--- src/rtl/counter_array_regs.svh ---
// Notes on behaviour
// - five 16-bit capture/compare modules share one common counter as time base.
// - counter advances from osc/12, osc/4, timer 0 overflow or external count input.
// - with idle halt set, counter stops while the processor idles.
// - module 4 guard enable turns module 4 watchdog function on or off.
// - counter runs only while counter run (control bit 6) is set.
// - overflow sets control bit 7; interrupt if enabled; software alone clears it.
// - control bits 0..4 are module event flags, set by hardware, cleared by software.
// - module mode bit 0 enables module interrupt together with its event flag.
// - module mode bit 1 enables pulse width modulation.
// - mode bit 2 inverts the module pin when counter equals compare value.
// - mode bit 3 sets the module event flag on counter match.
// - bit 4 captures falling edges, bit 5 rising; both capture either edge.
// - mode bit 6 enables the comparator against the stored value.
// - on an enabled pin edge, counter high and low bytes copy into stored value.
// - comparator plus match flag enable form the software timer mode.
// - invert, match flag and comparator enables form high-speed output mode.
// - in pulse width mode stored high and low bytes set the duty cycle.
// - pwm low while counter low below stored low; reload low from high on wrap.
// - pwm needs pwm and comparator enables; all modules share one frequency.
`ifndef COUNTER_ARRAY_REGS_SVH
`define COUNTER_ARRAY_REGS_SVH

`define CA_ADDR_MODE 8'h00
`define CA_ADDR_CTRL 8'h04
`define CA_ADDR_CNT 8'h08
`define CA_ADDR_IRQ 8'h0c
`define CA_ADDR_MMODE0 8'h10
`define CA_ADDR_STORE0 8'h30

`define CA_CTRL_OVF 7
`define CA_CTRL_RUN 6
`define CA_MODE_OVF_IE 0
`define CA_MODE_SRC_LO 1
`define CA_MODE_SRC_HI 2
`define CA_MODE_GUARD 6
`define CA_MODE_IDLE 7
`define CA_MM_IE 0
`define CA_MM_PWM 1
`define CA_MM_TOG 2
`define CA_MM_MAT 3
`define CA_MM_FALLING_EDGE_CAPTURE_ENABLE 4
`define CA_MM_RISING_EDGE_CAPTURE_ENABLE 5
`define CA_MM_COMPARATOR_ENABLE 6

`define CA_RESET_BYTE 8'h00
`define CA_DIV12 4'd11
`define CA_DIV4 4'd3

`endif

--- src/rtl/counter_array_pkg.sv ---
`default_nettype none
package counter_array_pkg;
  typedef enum logic [1:0] {
    SRC_DIV12,
    SRC_DIV4,
    SRC_T0_OVF,
    SRC_EXT
  } count_source_t;

  typedef enum logic [1:0] {
    AXI_IDLE,
    AXI_RESP
  } bus_state_t;
endpackage : counter_array_pkg
`default_nettype wire

--- src/rtl/counter_array.sv ---
`include "counter_array_regs.svh"
`default_nettype none
module counter_array
  import counter_array_pkg::*;
#(
  parameter int N_MOD = 5
) (
  // clock, reset, enable
  input wire logic sys_clk,
  input wire logic rst_n,
  input wire logic clk_en,
  // axi4-lite write
  input wire logic [7:0] s_axi_awaddr,
  input wire logic s_axi_awvalid,
  output logic s_axi_awready,
  input wire logic [31:0] s_axi_wdata,
  input wire logic [3:0] s_axi_wstrb,
  input wire logic s_axi_wvalid,
  output logic s_axi_wready,
  output logic [1:0] s_axi_bresp,
  output logic s_axi_bvalid,
  input wire logic s_axi_bready,
  // axi4-lite read
  input wire logic [7:0] s_axi_araddr,
  input wire logic s_axi_arvalid,
  output logic s_axi_arready,
  output logic [31:0] s_axi_rdata,
  output logic [1:0] s_axi_rresp,
  output logic s_axi_rvalid,
  input wire logic s_axi_rready,
  // system
  input wire logic cpu_idle,
  input wire logic timer0_overflow,
  input wire logic external_count_input,
  // module pins
  input wire logic [N_MOD-1:0] module_pin_in,
  output logic [N_MOD-1:0] module_pin_out,
  output logic [N_MOD-1:0] module_pin_oe,
  // request lines
  output logic irq,
  output logic module4_guard_hit
);

  typedef struct packed {
    logic [7:0] array_mode_reg;
    logic [7:0] array_control_reg;
    logic [15:0] counter;
    logic [3:0] prescale;
    logic ext_prev;
    logic [N_MOD-1:0] pin_prev;
    logic [N_MOD-1:0][7:0] module_mode_reg;
    logic [N_MOD-1:0][7:0] module_stored_high;
    logic [N_MOD-1:0][7:0] module_stored_low;
    logic [N_MOD-1:0] pin_q;
    logic guard_hit;
    logic aw_got;
    logic w_got;
    logic [7:0] aw_addr;
    logic [31:0] w_data;
    logic [3:0] w_strb;
    logic bvalid;
    logic [1:0] bresp;
    logic rvalid;
    logic [1:0] rresp;
    logic [31:0] rdata;
  } state_t;

  state_t state_q;
  state_t state_d;

  count_source_t src;
  logic tick;
  logic wr_fire;
  logic wr_ok;
  logic [31:0] rd_val;
  logic rd_ok;
  logic [7:0] counter_low_byte;
  logic [7:0] counter_high_byte;

  assign src = count_source_t'({state_q.array_mode_reg[`CA_MODE_SRC_HI],
                                state_q.array_mode_reg[`CA_MODE_SRC_LO]});
  assign counter_low_byte = state_q.counter[7:0];
  assign counter_high_byte = state_q.counter[15:8];

  // source tick, one cycle wide except for timer 0 overflow, which follows the timer0_overflow level
  always_comb begin
    unique case (src)
      SRC_DIV12: tick = (state_q.prescale == `CA_DIV12);
      SRC_DIV4: tick = (state_q.prescale[1:0] == 2'(`CA_DIV4));
      SRC_T0_OVF: tick = timer0_overflow;
      SRC_EXT: tick = external_count_input & ~state_q.ext_prev;
    endcase
  end

  // read decode
  always_comb begin
    int idx;
    idx = 0;
    rd_val = 32'h0000_0000;
    rd_ok = 1'b1;
    if (s_axi_araddr == `CA_ADDR_MODE) begin
      rd_val[7:0] = state_q.array_mode_reg;
    end else if (s_axi_araddr == `CA_ADDR_CTRL) begin
      rd_val[7:0] = state_q.array_control_reg;
    end else if (s_axi_araddr == `CA_ADDR_CNT) begin
      rd_val[15:0] = {counter_high_byte, counter_low_byte};
    end else if (s_axi_araddr == `CA_ADDR_IRQ) begin
      rd_val[0] = irq;
      rd_val[1] = state_q.guard_hit;
      rd_val[8 +: N_MOD] = state_q.pin_q;
    end else if (s_axi_araddr >= `CA_ADDR_MMODE0 &&
                 s_axi_araddr < `CA_ADDR_MMODE0 + 8'(4 * N_MOD)) begin
      idx = int'(s_axi_araddr - `CA_ADDR_MMODE0) >> 2;
      rd_val[7:0] = state_q.module_mode_reg[idx];
    end else if (s_axi_araddr >= `CA_ADDR_STORE0 &&
                 s_axi_araddr < `CA_ADDR_STORE0 + 8'(4 * N_MOD)) begin
      idx = int'(s_axi_araddr - `CA_ADDR_STORE0) >> 2;
      rd_val[15:0] = {state_q.module_stored_high[idx], state_q.module_stored_low[idx]};
    end else begin
      rd_ok = 1'b0;
    end
    if (s_axi_araddr[1:0] != 2'b00) begin
      rd_ok = 1'b0;
    end
  end

  assign wr_fire = state_q.aw_got & state_q.w_got & ~state_q.bvalid;
  assign wr_ok = (state_q.aw_addr[1:0] == 2'b00) &&
                 (state_q.aw_addr <= `CA_ADDR_CNT ||
                  (state_q.aw_addr >= `CA_ADDR_MMODE0 &&
                   state_q.aw_addr < `CA_ADDR_MMODE0 + 8'(4 * N_MOD)) ||
                  (state_q.aw_addr >= `CA_ADDR_STORE0 &&
                   state_q.aw_addr < `CA_ADDR_STORE0 + 8'(4 * N_MOD)));

  always_comb begin
    int m;
    logic running;
    logic wrap;
    logic [7:0] mm;
    logic hit;
    logic cap;
    logic [15:0] stored;
    m = 0;
    mm = 8'h00;
    hit = 1'b0;
    cap = 1'b0;
    stored = 16'h0000;
    state_d = state_q;

    // prescaler runs free, whatever the count source
    state_d.prescale = (state_q.prescale == `CA_DIV12) ? 4'h0 : state_q.prescale + 4'h1;
    state_d.ext_prev = external_count_input;
    state_d.pin_prev = module_pin_in;

    running = state_q.array_control_reg[`CA_CTRL_RUN] &
              ~(state_q.array_mode_reg[`CA_MODE_IDLE] & cpu_idle);
    wrap = running & tick & (state_q.counter == 16'hffff);
    if (running && tick) begin
      state_d.counter = state_q.counter + 16'h0001;
    end
    if (wrap) begin
      state_d.array_control_reg[`CA_CTRL_OVF] = 1'b1;
    end
    state_d.guard_hit = 1'b0;

    for (m = 0; m < N_MOD; m++) begin
      mm = state_q.module_mode_reg[m];
      stored = {state_q.module_stored_high[m], state_q.module_stored_low[m]};
      hit = mm[`CA_MM_COMPARATOR_ENABLE] & running & tick & (state_q.counter == stored);
      cap = (mm[`CA_MM_RISING_EDGE_CAPTURE_ENABLE] & module_pin_in[m] & ~state_q.pin_prev[m]) |
            (mm[`CA_MM_FALLING_EDGE_CAPTURE_ENABLE] & ~module_pin_in[m] & state_q.pin_prev[m]);
      if (mm[`CA_MM_PWM] && mm[`CA_MM_COMPARATOR_ENABLE]) begin
        // duty from low byte; high byte buffers next duty so updates stay glitch free
        state_d.pin_q[m] = (counter_low_byte >= state_q.module_stored_low[m]);
        if (running && tick && counter_low_byte == 8'hff) begin
          state_d.module_stored_low[m] = state_q.module_stored_high[m];
        end
      end else begin
        if (hit && mm[`CA_MM_TOG]) begin
          state_d.pin_q[m] = ~state_q.pin_q[m];
        end
        if ((hit && mm[`CA_MM_MAT]) || cap) begin
          state_d.array_control_reg[m] = 1'b1;
        end
        if (cap) begin
          state_d.module_stored_high[m] = counter_high_byte;
          state_d.module_stored_low[m] = counter_low_byte;
        end
        if (m == 4 && hit && mm[`CA_MM_MAT] && state_q.array_mode_reg[`CA_MODE_GUARD]) begin
          state_d.guard_hit = 1'b1;
        end
      end
    end

    // axi write side
    if (s_axi_awvalid && !state_q.aw_got) begin
      state_d.aw_got = 1'b1;
      state_d.aw_addr = s_axi_awaddr;
    end
    if (s_axi_wvalid && !state_q.w_got) begin
      state_d.w_got = 1'b1;
      state_d.w_data = s_axi_wdata;
      state_d.w_strb = s_axi_wstrb;
    end
    if (wr_fire) begin
      state_d.aw_got = 1'b0;
      state_d.w_got = 1'b0;
      state_d.bvalid = 1'b1;
      state_d.bresp = wr_ok ? 2'b00 : 2'b10;
      if (state_q.w_strb[0]) begin
        if (state_q.aw_addr == `CA_ADDR_MODE) begin
          state_d.array_mode_reg = state_q.w_data[7:0];
        end else if (state_q.aw_addr == `CA_ADDR_CTRL) begin
          // flags clear only by writing 0; a same-cycle hardware set wins only for a flag that was clear
          state_d.array_control_reg = (state_q.w_data[7:0] & state_q.array_control_reg) |
                                      (state_d.array_control_reg & ~state_q.array_control_reg);
          state_d.array_control_reg[`CA_CTRL_RUN] = state_q.w_data[`CA_CTRL_RUN];
        end else if (state_q.aw_addr == `CA_ADDR_CNT) begin
          state_d.counter[7:0] = state_q.w_data[7:0];
        end
        for (m = 0; m < N_MOD; m++) begin
          if (state_q.aw_addr == `CA_ADDR_MMODE0 + 8'(4 * m)) begin
            state_d.module_mode_reg[m] = state_q.w_data[7:0] & 8'h7f;
          end
          if (state_q.aw_addr == `CA_ADDR_STORE0 + 8'(4 * m)) begin
            state_d.module_stored_low[m] = state_q.w_data[7:0];
          end
        end
      end
      if (state_q.w_strb[1]) begin
        if (state_q.aw_addr == `CA_ADDR_CNT) begin
          state_d.counter[15:8] = state_q.w_data[15:8];
        end
        for (m = 0; m < N_MOD; m++) begin
          if (state_q.aw_addr == `CA_ADDR_STORE0 + 8'(4 * m)) begin
            state_d.module_stored_high[m] = state_q.w_data[15:8];
          end
        end
      end
    end
    if (state_q.bvalid && s_axi_bready) begin
      state_d.bvalid = 1'b0;
    end

    // axi read side
    if (s_axi_arvalid && !state_q.rvalid) begin
      state_d.rvalid = 1'b1;
      state_d.rdata = rd_ok ? rd_val : 32'h0000_0000;
      state_d.rresp = rd_ok ? 2'b00 : 2'b10;
    end else if (state_q.rvalid && s_axi_rready) begin
      state_d.rvalid = 1'b0;
    end
  end

  always_ff @(posedge sys_clk) begin
    if (!rst_n) begin
      state_q <= '0;
    end else if (clk_en) begin
      state_q <= state_d;
    end
  end

  assign s_axi_awready = ~state_q.aw_got & clk_en;
  assign s_axi_wready = ~state_q.w_got & clk_en;
  assign s_axi_bvalid = state_q.bvalid;
  assign s_axi_bresp = state_q.bresp;
  assign s_axi_arready = ~state_q.rvalid & clk_en;
  assign s_axi_rvalid = state_q.rvalid;
  assign s_axi_rresp = state_q.rresp;
  assign s_axi_rdata = state_q.rdata;

  // pin driven only while the module uses it as an output
  always_comb begin
    for (int k = 0; k < N_MOD; k++) begin
      module_pin_oe[k] = state_q.module_mode_reg[k][`CA_MM_COMPARATOR_ENABLE] &
                         (state_q.module_mode_reg[k][`CA_MM_PWM] |
                          state_q.module_mode_reg[k][`CA_MM_TOG]);
    end
  end
  assign module_pin_out = state_q.pin_q;
  assign module4_guard_hit = state_q.guard_hit;

  always_comb begin
    irq = state_q.array_control_reg[`CA_CTRL_OVF] &
          state_q.array_mode_reg[`CA_MODE_OVF_IE];
    for (int k = 0; k < N_MOD; k++) begin
      irq = irq | (state_q.array_control_reg[k] &
                   state_q.module_mode_reg[k][`CA_MM_IE]);
    end
  end

endmodule : counter_array
`default_nettype wire

--- config.mk ---
export PLATFORM = sky130hd
export DESIGN_NAME = counter_array
export DESIGN_NICKNAME = d
export VERILOG_FILES = /design/src/rtl/counter_array_pkg.sv /design/src/rtl/counter_array.sv
export VERILOG_INCLUDE_DIRS = /design/src /design/src/rtl
export SDC_FILE = /design/constraint.sdc
export NUM_CORES = 1
export LEC_CHECK = 0
export BUFFER_PORTS_ARGS = -buffer_cell sky130_fd_sc_hd__buf_4
export CAP_MARGIN = 5
export CORE_AREA = 4 4 202 283
export DETAILED_ROUTE_END_ITERATION = 7
export DIE_AREA = 0 0 206 287
export HOLD_SLACK_MARGIN = 0.08
export PLACE_DENSITY = 0.36
export SLEW_MARGIN = 20
export SYNTH_ARGS = -nofsm -noshare
export SYNTH_HDL_FRONTEND = slang
export SYNTH_SLANG_ARGS = --single-unit
--- constraint.sdc ---
create_clock -name sys_clk -period 3.56 [get_ports sys_clk]
set_input_delay 0 -clock sys_clk [delete_from_list [all_inputs] [get_ports sys_clk]]
set_output_delay 0 -clock sys_clk [all_outputs]
set_load 0.02 [all_outputs]
# Yosys cells after proc, flatten, opt, wreduce, memory -nomap -nowiden
# Index checks and enable logic that the tools add are counted.
[classes]
n_mux = 109
eq_ne = 27
add_sub_neg = 4
reduce_logical = 72
n_bitwise = 97
order_cmp = 16
[ops]
columns = ["operator", "n"]
rows = [
  ["two-way mux 8 bit", 53],
  ["== test 16 bit", 5],
  ["two-way mux 40 bit", 2],
  ["two-way mux 80 bit", 1],
  ["binary-select mux 8 bit (select 3 bit)", 3],
  ["two-way mux 16 bit", 4],
  ["less-than comparator 30 x 4 -> 1 bit, second input constant", 2],
  ["bitwise AND 1 bit", 56],
  ["== test 8 x 6 -> 1 bit, second input constant", 5],
  [">= comparator 8 bit", 5],
  ["two-way mux 1 bit", 35],
  ["== test 8 x 5 -> 1 bit, second input constant", 4],
  ["logical AND 1 bit", 28],
  ["AND reduction 2 bit", 13],
  ["== test 8 x 4 -> 1 bit, second input constant", 3],
  ["two-way mux 24 bit", 1],
  ["AND reduction 4 bit", 6],
  ["NOT 1 bit", 22],
  ["nonzero test 2 bit", 10],
  ["adder 16 x 1 -> 16 bit, second input constant", 1],
  ["bitwise AND 8 bit", 2],
  ["== test 16 bit, second input constant", 1],
  ["== test 8 x 3 -> 1 bit, second input constant", 2],
  [">= comparator 8 x 5 -> 1 bit, second input constant", 2],
  ["26 further kinds", 59],
]
[word_totals]
in_bits = 68
regBits = 229

# Logic depth before layout (Yosys ltp)
# Gate-level depths: netlist (run 1).
[depth]
word_depth = 16
depth_mapped = 9

# Worst setup path before layout (run 1)
# No wires, ideal clock.
[synth_timing]
path_type = "flip-flop to flip-flop"
startpoint = "register state_q (netlist bit counter_low_byte[0])"
endpoint = "register state_q (netlist bit module_pin_out[3])"
setup_ns = 0.075
slack_ns = 1.212
path_stages_with_launch = 10
required_ns = 3.485
path_buffers = 1
arrival_ns = 2.273
path_cell_list = "dfxtp_1 clkbuf_1 inv_1 ha_1 nand3_1 or4_1 nor3_1 nand3_1 mux2_2 a31oi_1"
[synth_via]
elab_chain_cells = 5
[synth_lines]
columns = ["element", "line_no", "source"]
rows = [
  ["start, declared", "counter_array.sv:68", "state_t state_q;"],
  ["start signal, assigned", "counter_array.sv:259", "state_q <= state_d;"],
  ["== test 16 bit", "counter_array.sv:169", "hit = mm[`CA_MM_COMPARATOR_ENABLE] & running & tick & (state_q.counter == stored);"],
  ["bitwise AND 1 bit", "counter_array.sv:169", ""],
  ["logical AND 1 bit", "counter_array.sv:179", "if (hit && mm[`CA_MM_TOG]) begin"],
  ["nonzero test 2 bit (no source line)", "-", ""],
  ["AND reduction 2 bit (no source line)", "-", ""],
]
# Several ways; a longest one is shown, not always the timed one.
# A chain may end at the register's enable or synchronous reset.

# Worst setup path after layout (run 1)
[layout_timing]
startpoint = "register state_q (netlist bit counter_low_byte[6])"
endpoint = "register state_q (netlist bit module_pin_out[0])"
# The elaborated chain is that of the path after synthesis.

==> flow_metrics.py, run 1 <==
metrics = {
    "layout": {
        "layout_commonest_cell": "nand2_1",
        "layout_common_cells": "nand2_1, dfxtp_1, buf_4, a21oi_1, nor2_1",
        "fin_util": 0.296,
        "syn2layout_area_growth_pct": 19.8,
        "design_area_sq_mm": 0.0162,
        "layout.nets": 1869,
        "drive_gt1_frac": 0.155,
    },
    "routing": {
        "ant_nets": 0,
        "via_per_inst": 5.42,
        "drt_iter0_drc": 1155,
        "vias": 13600,
        "drt-total-wl_um": 65900,
        "wl_per_cell_um": 26.3,
        "drt_first_pass_iters": 5,
        "drc_errors": 0,
    },
    "timing": {
        "post-route-period-util": 0.861,
        "hold_ws_ns": 0.108,
        "drv_slew": 0,
        "tns_ns": 0,
        "setup_viol": 0,
        "min_period_ns": 3.07,
        "rsz0062_at_grt": "false",
        "hold_viol": 0,
        "fmax_mhz": 326,
        "max_slew_margin": 0.343,
        "fin_skew_ns": 0.0262,
        "tightest_slew_ns": 0.977,
    },
    "setup_path": {
        "crit_required_ns": 3.99,
        "cp_max_fo": 8,
        "r2r_slack_ns": 0.49,
        "rr_endpoint": "module_pin_out[0]$_SDFFE_PN0P_",
        "arrival_ns": 3.50,
        "end_kind": "flip-flop",
        "worstPathCellList": "buf_4 -> ha_1 -> nand4_1 -> or2_2 -> nor4_1 -> a41oi_1 -> mux2i_1 -> nor2_1",
        "rr_startpoint": "counter_low_byte[6]$_SDFFE_PN0P_",
        "slowest_delay_ns": 0.86,
        "setup.worst_path.start_class": "flip-flop",
        "reg2reg_depth": 8,
        "path_class": "flip-flop to flip-flop",
        "cp_slowest_cell": "nor4_1",
        "setup.worst_path.start": "counter_low_byte[6]$_SDFFE_PN0P_",
    },
    "clock_network": {
        "cts_root_buf": "clkbuf_16",
        "ctsHoldBuffers": 54,
        "cts-htree-levels": 1,
        "numCtsBuffers": 26,
        "clk_latency_ns": 0.57,
        "post-cts-setup-buffers": 0,
        "cts_tree": "done",
        "cts_sinks": 211,
        "clk_pin_slew_ns": 0.07,
        "clk_path_buf_depth": 3,
        "ctsResizeCount": 0,
    },
    "die": {
        "initial_utilization": 0.247,
        "dieWidth_um": 206,
        "fp.coreArea_sq_mm": 0.0549,
        "dieArea_sq_mm": 0.0591,
        "rows": 102,
        "die_h_um": 287,
        "io_pins": 121,
    },
    "place": {
        "placed_area_sq_mm": 0.0148,
        "routabilityCongestion": 0.891,
        "portBuffers": 84,
        "hpwl_um": 49400,
    },
    "logic_synthesis": {
        "ys_async_sr_fraction": 0,
        "netlist_instances": 1687,
        "ys_top_cells_by_area": "dfxtp_1, nand2_1, a21oi_1",
        "ys.flop_type": "dfxtp_1",
        "synth_warnings": 0,
        "syn-cell-area_sq_mm": 0.0136,
        "synth_top_area_frac": 0.311,
        "ys_ff_latch": 211,
        "syn_avg_cell_area_sq_um": 8.04,
        "synth_edf_count": 0,
        "synth_top_area_cell": "dfxtp_1",
        "synth_cell_types": 85,
        "ys_seq_area_frac": 0.311,
    },
    "grt": {
        "grt_pass1_wl_um": 95500,
        "grt_overflow": 0,
        "antenna_found_initial": 1,
        "grtUsageTotal": 0.217,
        "grt_start_max_net_pins": 75,
        "grt_pass1_vias": 13200,
    },
    "hold_path": {
        "hold_end": "s_axi_rdata[1]$_SDFFE_PN0P_",
        "min_from": "s_axi_araddr[0]",
        "min_path_type": "primary input to flip-flop",
        "whs_path_depth": 6,
    },
    "power": {
        "power_uw": 5760,
        "p_per_area_mw_per_mm2": 355,
        "p_leak_uw": 0.00585,
        "vdd_drop_max_v": 0.000288,
    },
    "run": {
        "cap_violations": 0,
    },
    "outcome": {
        "outcome": "finished clean",
    },
}
-- cells in the mapped netlist (21+ instances only) --
cell and instances:
a31oi_1 26, dfxtp_1 211, nor2_1 132, mux2_2 30
a311oi_1 26, nand4_1 22, o21ai_0 73, o221ai_1 47
clkbuf_1 97, a221oi_1 26, buf_4 46, a21oi_1 133
inv_1 45, xnor2_1 38, nand3_1 65, nand2_1 214
buf_2 21, mux2i_1 61, ha_1 42
-- report_power, final --
part / leakage, uW / internal (uW) / switching [uW]
registers: 0.00170 / 2390 / 46.9
clock network: 0.000422 / 1600 / 1210
logic: 0.00372 / 192 / 323
total: 0.00585 / 4180 / 1580
-- area by class of cell --
cell class	instances	area (sq um)
Sequential cell	211	4220
Fill cell	5989	38600
Clock inverter	15	138
Inverter	48	183
Clock buffer	31	731
Antenna cell	2	5.00
Multi-Input combinational cell	1269	8370
Timing Repair Buffer	203	1680
Tap cell	728	911
-- metrics by stage --
stage          setup WS [ns]  cells
6_report               0.493   2507
5_1_grt                0.561   2505
4_1_cts                0.667   2505
3_5_place_dp           0.699   2405
3_3_place_gp           0.680   2405
2_1_floorplan           1.21   1704
-- critical path, delay by kind of cell (launching register included) --
kind,cells,cell delay (ns)
compound gates,1,0.32
buf+inv,1,0.22
simple gates,4,1.40
mux,1,0.22
flops,1,0.44
fa+ha+maj,1,0.31
-- sequential cells by signal, summed over array words and instances (netlist names), 2 cells and up --
signal,count
counter_high_byte,8
module_pin_out,5
src,2
counter_low_byte,8
state_q,167
s_axi_rdata,16
-- kinds of logic after synthesis --
kind of cell    share of synthesized area
simple gates                        0.210
compound gates                      0.240
buf+inv                            0.0768
flops                               0.311
mux                                0.0965
fa+ha+maj                          0.0387
xor+xnor                           0.0265
other cells                      0.000276
-- worst max-delay path by stage --
| stage | slack [ns] | end |
|---|---|---|
| after detailed placement | 0.70 | module_pin_out[0]$_SDFFE_PN0P_ |
| after CTS | 0.67 | module_pin_out[0]$_SDFFE_PN0P_ |
| after global placement | 0.68 | module_pin_out[0]$_SDFFE_PN0P_ |
| final | 0.49 | module_pin_out[0]$_SDFFE_PN0P_ |
| after floorplan | 1.21 | module_pin_out[3]$_SDFFE_PN0P_ |
| after global routing | 0.56 | module_pin_out[0]$_SDFFE_PN0P_ |
-- layer usage --
layer  GRT usage  up-vias  share of wire
met1       0.265     6702           0.40
li1            -     6288              -
met2       0.384      473           0.50
met3      0.0253      121          0.045
met5           0        -              0
met4      0.0939        0          0.052
No activity file was read; power rests on OpenSTA's default activity.
==> inputs of run 2 (changes only) <==
CORE_AREA = 8 8 206 287   (was 4 4 202 283)
DIE_AREA = 0 0 214 295   (was 0 0 206 287)
==> run 2 against run 1 <==
  * Non-clock buffer count rose by 1
  * First-iteration DRC count fell by 8.5%
  * Clock power fell by 4%
  * Combinational power barely moved
  * Sequential power barely moved
  * Cell count fell by 0.12%
  * Sequential cell count did not move
  * Highest routed layer is now met5
==> flow_metrics.py, run 2 (synthesized netlist as in run 1, its figures left out) <==
metrics = {
    "outcome": {
        "outcome": "finished clean",
    },
    "setup_path": {
        "critPathMostFrequentCell": "and4_1",
        "setup.worst_path.start_class": "flip-flop",
        "end_kind": "flip-flop",
        "crit_family": "simple AND/OR/NAND/NOR gates",
        "worstPathCellList": "and4_1 -> and4_1 -> o2111a_1 -> buf_4 -> o21ai_0 -> a22oi_1 -> nor2_1 -> dlygate4sd3_1",
        "arrival_ns": 3.62,
        "slowest_delay_ns": 0.83,
        "path_class": "flip-flop to flip-flop",
        "cp_slowest_cell": "dfxtp_1",
        "crit_required_ns": 4.02,
        "cp_max_fo": 10,
        "critPathBufInv": 2,
    },
    "timing": {
        "max_slew_margin": 0.388,
        "tightest_slew_ns": 0.910,
        "post-route-period-util": 0.888,
        "drv_slew": 0,
        "min_period_ns": 3.16,
        "rsz0062_at_grt": "false",
        "fmax_mhz": 316,
        "fin_skew_ns": 0.0122,
        "hold_viol": 0,
        "setup_viol": 0,
        "tns_ns": 0,
    },
    "grt": {
        "grt_start_max_net_pins": 94,
        "grt_pass1_vias": 13200,
        "antenna_found_initial": 2,
        "grt_overflow": 0,
        "grtUsageTotal": 0.201,
        "grt_pass1_wl_um": 95500,
    },
    "die": {
        "dieWidth_um": 214,
        "fp.coreArea_sq_mm": 0.0548,
        "rows": 102,
        "die_h_um": 295,
        "initial_utilization": 0.248,
        "io_pins": 121,
        "dieArea_sq_mm": 0.0631,
    },
    "layout": {
        "drive_gt1_frac": 0.150,
        "layout_common_cells": "nand2_1, dfxtp_1, buf_4, a21oi_1, nor2_1",
        "n_antenna_cell": 0,
        "layout_commonest_cell": "nand2_1",
        "largest_reg_flops": 167,
        "fillers": 5952,
        "regMostFlops": "state_q",
        "multi_input_area_sq_mm": 0.00837,
        "seqCellArea_sq_mm": 0.00422,
        "syn2layout_area_growth_pct": 19.7,
        "layout.nets": 1870,
    },
    "clock_network": {
        "clk_path_buf_depth": 3,
        "clk_pin_slew_ns": 0.07,
        "numCtsBuffers": 26,
        "ctsHoldBuffers": 56,
        "cts-htree-levels": 1,
        "cts_root_buf": "clkbuf_16",
        "cts_tree": "done",
        "clk_latency_ns": 0.57,
        "cts_sinks": 211,
        "post-cts-setup-buffers": 0,
        "ctsResizeCount": 0,
    },
    "routing": {
        "drc_errors": 0,
        "via_per_inst": 5.43,
        "wl_per_cell_um": 26.4,
        "drt-total-wl_um": 66100,
        "vias": 13600,
        "drt_iter0_drc": 1057,
        "drt_first_pass_iters": 5,
        "ant_nets": 0,
    },
    "power": {
        "power_uw": 5650,
        "vdd_drop_max_v": 0.000217,
        "p_leak_uw": 0.00583,
        "p_per_area_mw_per_mm2": 348,
    },
    "place": {
        "routabilityCongestion": 0.883,
        "portBuffers": 84,
        "hpwl_um": 49400,
    },
    "hold_path": {
        "min_path_type": "primary input to flip-flop",
    },
    "run": {
        "cap_violations": 0,
    },
}
[run 2: changes by cell type in the layout (fill, tap and decap cells not counted), moves of 2 or more]
cell           previous run  this run
clkinvlp_4                5         2
dlygate4sd3_1            54        56
buf_12                    2         4
buf_4                   147       144
clkbuf_1                  0         6
clkinv_2                  8         3
diode_2                   2         0
[run 2: per-layer routing]
metal  vias up  track usage  routed length, um  part of all wire
met4         2        0.105               3670             0.055
met3       120       0.0203               2940             0.045
met2       481        0.361              32900              0.50
met1      6711        0.235              26600              0.40
met5         -            0                 13           0.00020
li1       6294            -                  -                 -
[run 2: worst register-to-register path, delay by kind of cell (launching register included)]
| kind | cells | cell delay [ns] |
|---|---|---|
| buf+inv | 2 | 0.78 |
| compound gates | 3 | 0.61 |
| simple gates | 3 | 0.83 |
| flops | 1 | 0.83 |
[run 2: power breakdown]
| part | switching (uW) | internal, uW | total, uW |
|---|---|---|---|
| sequential | 49.5 | 2390 | 2440 |
| clock | 1160 | 1530 | 2690 |
| combinational | 323 | 195 | 518 |
[run 2: area by class of cell]
type / instances / area share
clock inverter: 7 / 0.00424
tap: 728 / 0.0561
multi-input combinational: 1269 / 0.516
sequential: 211 / 0.260
inverter: 48 / 0.0113
clock buffer: 37 / 0.0464
timing repair buffer: 204 / 0.106
[run 2: path summary, 6_finish.rpt]
| check | startpoint | end | slack (ns) | depth (start not counted) |
|---|---|---|---|---|
| max | counter_low_byte[5]$_SDFFE_PN0P_ | counter_high_byte[1]$_SDFFE_PN0P_ | 0.40 | 8 |
| min | s_axi_araddr[4] | s_axi_rdata[13]$_SDFFE_PN0P_ | 0.19 | 4 |
| max reg2reg | counter_low_byte[5]$_SDFFE_PN0P_ | counter_high_byte[1]$_SDFFE_PN0P_ | 0.40 | 8 |
| min reg2reg | state_q[241]$_SDFFE_PN0P_ | state_q[241]$_SDFFE_PN0P_ | 0.46 | 1 |
[run 2: through the flow]
stage	area [sq um]	setup WS (ns)	util	instances	hold WS (ns)
floorplan	13600	1.21	-	1704	0.136
global placement	14900	0.705	0.271	2404	0.238
detailed placement	14900	0.661	0.271	2404	0.240
CTS	16200	0.434	0.296	2504	0.169
global route	16200	0.376	0.297	2504	0.240
finish	16200	0.397	0.297	2504	0.187
==> inputs of run 3 (changes only) <==
--- a/config.mk
+++ b/config.mk
@@ -14,4 +14,5 @@
 export HOLD_SLACK_MARGIN = 0.08
 export PLACE_DENSITY = 0.36
+export SKIP_LAST_GASP = 1
 export SLEW_MARGIN = 20
 export SYNTH_ARGS = -nofsm -noshare
==> constraint.sdc (replaced) <==
create_clock -name sys_clk -period 3.56 [get_ports sys_clk]
set_input_delay 0.178 -clock sys_clk [delete_from_list [all_inputs] [get_ports sys_clk]]
set_output_delay 0.178 -clock sys_clk [all_outputs]
set_load 0.02 [all_outputs]
==> run 3 against run 2 <==
  * Clock-buffer cell count unchanged
  * Wire length up 0.15%
  * Sequential share of layout area about the same
  * Highest routed layer unchanged
  * Register-to-register slack better by 0.31 ns
  * Sequential cell count unchanged
==> flow_metrics.py, run 3 (synthesized netlist as in run 1, its figures left out) <==
metrics = {
    "outcome": {
        "outcome": "finished clean",
    },
    "grt": {
        "grt_overflow": 0,
        "grt_pass1_wl_um": 95600,
        "antenna_found_initial": 2,
        "grt_pass1_vias": 13200,
        "grt_start_max_net_pins": 95,
        "grtUsageTotal": 0.201,
    },
    "setup_path": {
        "rr_endpoint": "module_pin_out[1]$_SDFFE_PN0P_",
        "setup.worst_path.start": "counter_low_byte[4]$_SDFFE_PN0P_",
        "rr_startpoint": "counter_low_byte[4]$_SDFFE_PN0P_",
        "r2r_slack_ns": 0.71,
        "crit_required_ns": 3.98,
        "path_class": "flip-flop to flip-flop",
        "cp_max_fo": 10,
        "end_kind": "flip-flop",
        "arrival_ns": 3.27,
        "reg2reg_depth": 8,
        "setup.worst_path.start_class": "flip-flop",
        "crit_end": "module_pin_out[1]$_SDFFE_PN0P_",
    },
    "routing": {
        "ant_nets": 0,
        "drt_first_pass_iters": 7,
        "wl_per_cell_um": 26.5,
        "via_per_inst": 5.42,
        "vias": 13600,
        "drt-total-wl_um": 66200,
        "drt_iter0_drc": 1105,
        "drc_errors": 0,
    },
    "timing": {
        "rsz0062_at_grt": "false",
        "fmax_mhz": 351,
        "fin_skew_ns": 0.0156,
        "hold_viol": 0,
        "tns_ns": 0,
        "setup_viol": 0,
        "drv_slew": 0,
        "max_slew_margin": 0.377,
        "post-route-period-util": 0.801,
        "min_period_ns": 2.85,
        "tightest_slew_ns": 0.933,
    },
    "layout": {
        "design_area_sq_mm": 0.0162,
        "syn2layout_area_growth_pct": 19.5,
        "layout_common_cells": "nand2_1, dfxtp_1, buf_4, a21oi_1, nor2_1",
        "regMostFlops": "state_q",
        "layout_commonest_cell": "nand2_1",
        "fillers": 5888,
        "largest_reg_flops": 167,
        "layout.nets": 1861,
        "drive_gt1_frac": 0.158,
    },
    "power": {
        "p_per_area_mw_per_mm2": 361,
        "p_leak_uw": 0.00585,
        "power_uw": 5860,
        "vdd_drop_max_v": 0.000239,
    },
    "clock_network": {
        "post-cts-setup-buffers": 0,
        "numCtsBuffers": 26,
        "cts_sinks": 211,
        "cts_root_buf": "clkbuf_16",
        "clk_latency_ns": 0.57,
        "clk_pin_slew_ns": 0.06,
        "ctsHoldBuffers": 39,
        "clk_path_buf_depth": 3,
        "ctsResizeCount": 0,
        "cts_tree": "done",
        "cts-htree-levels": 1,
    },
    "die": {
        "die_h_um": 295,
        "initial_utilization": 0.248,
        "dieArea_sq_mm": 0.0631,
        "rows": 102,
        "fp.coreArea_sq_mm": 0.0548,
        "dieWidth_um": 214,
        "io_pins": 121,
    },
    "place": {
        "routabilityCongestion": 0.913,
        "portBuffers": 84,
        "hpwl_um": 49800,
        "placed_area_sq_mm": 0.0149,
    },
    "hold_path": {
        "min_path_type": "primary input to flip-flop",
    },
    "run": {
        "cap_violations": 0,
    },
}
run 3: changes by cell type in the layout (fill, tap and decap cells not counted), moves of 3 or more:
cell           previous run  this run
clkbuf_1                  6         3
dlygate4sd3_1            56        39
clkbuf_8                  4         7
diode_2                   0         3
buf_4                   144       153
run 3: metal layers:
metal,track usage,wire length [um],share of wire,vias to the layer above
li1,-,-,-,6271
met1,0.232,26200,0.40,6666
met2,0.363,33000,0.50,491
met3,0.0249,3210,0.048,131
met4,0.106,3810,0.058,2
met5,0,9,0.00014,-
run 3: worst min path at each step:
| stage | start | endpoint | slack (ns) | cells after the start |
|---|---|---|---|---|
| 2_1_floorplan | s_axi_wstrb[0] | state_q[38]$_SDFFE_PN0P_ | 0.31 | 2 |
| 3_3_place_gp | s_axi_awaddr[7] | state_q[81]$_SDFFE_PN0P_ | 0.42 | 3 |
| 3_5_place_dp | s_axi_awaddr[4] | state_q[78]$_SDFFE_PN0P_ | 0.43 | 3 |
| 4_1_cts | s_axi_araddr[3] | s_axi_rdata[0]$_SDFFE_PN0P_ | 0.11 | 3 |
| 5_1_grt | s_axi_araddr[3] | s_axi_rdata[0]$_SDFFE_PN0P_ | 0.18 | 3 |
| 6_report | s_axi_araddr[3] | s_axi_rdata[0]$_SDFFE_PN0P_ | 0.15 | 3 |
run 3: power by group:
part | leakage [uW] | total [uW] | internal [uW] | switching, uW
Sequential | 0.00170 | 2440 | 2390 | 51.6
Clock | 0.000449 | 2920 | 1740 | 1180
Combinational | 0.00370 | 505 | 185 | 320
run 3: per-stage QoR:
stage               hold WS (ns)  setup WS, ns  instances   util
CTS                        0.113         0.818       2498  0.296
floorplan                  0.314          1.21       1704      -
global placement           0.419         0.856       2412  0.272
global route               0.177         0.690       2498  0.296
detailed placement         0.427         0.825       2412  0.272
finish                     0.151         0.709       2501  0.296
run 3: critical path, cell delays in order, from the launching register on:
cell	delay, ns
dfxtp_1	0.80
buf_4	0.27
ha_1	0.13
nand4_1	0.13
or4_1	0.50
nor3_1	0.46
nand3_1	0.12
a21boi_0	0.19
o32ai_1	0.09
run 3: area by class of cell:
type	instances	area, sq um	share of cell area
Antenna cell	3	7.51	0.000463
Tap cell	728	911	0.0562
Multi-Input combinational cell	1269	8370	0.516
Timing Repair Buffer	195	1600	0.0986
Sequential cell	211	4220	0.261
Clock inverter	10	130	0.00803
Inverter	48	183	0.0113
Clock buffer	37	783	0.0483
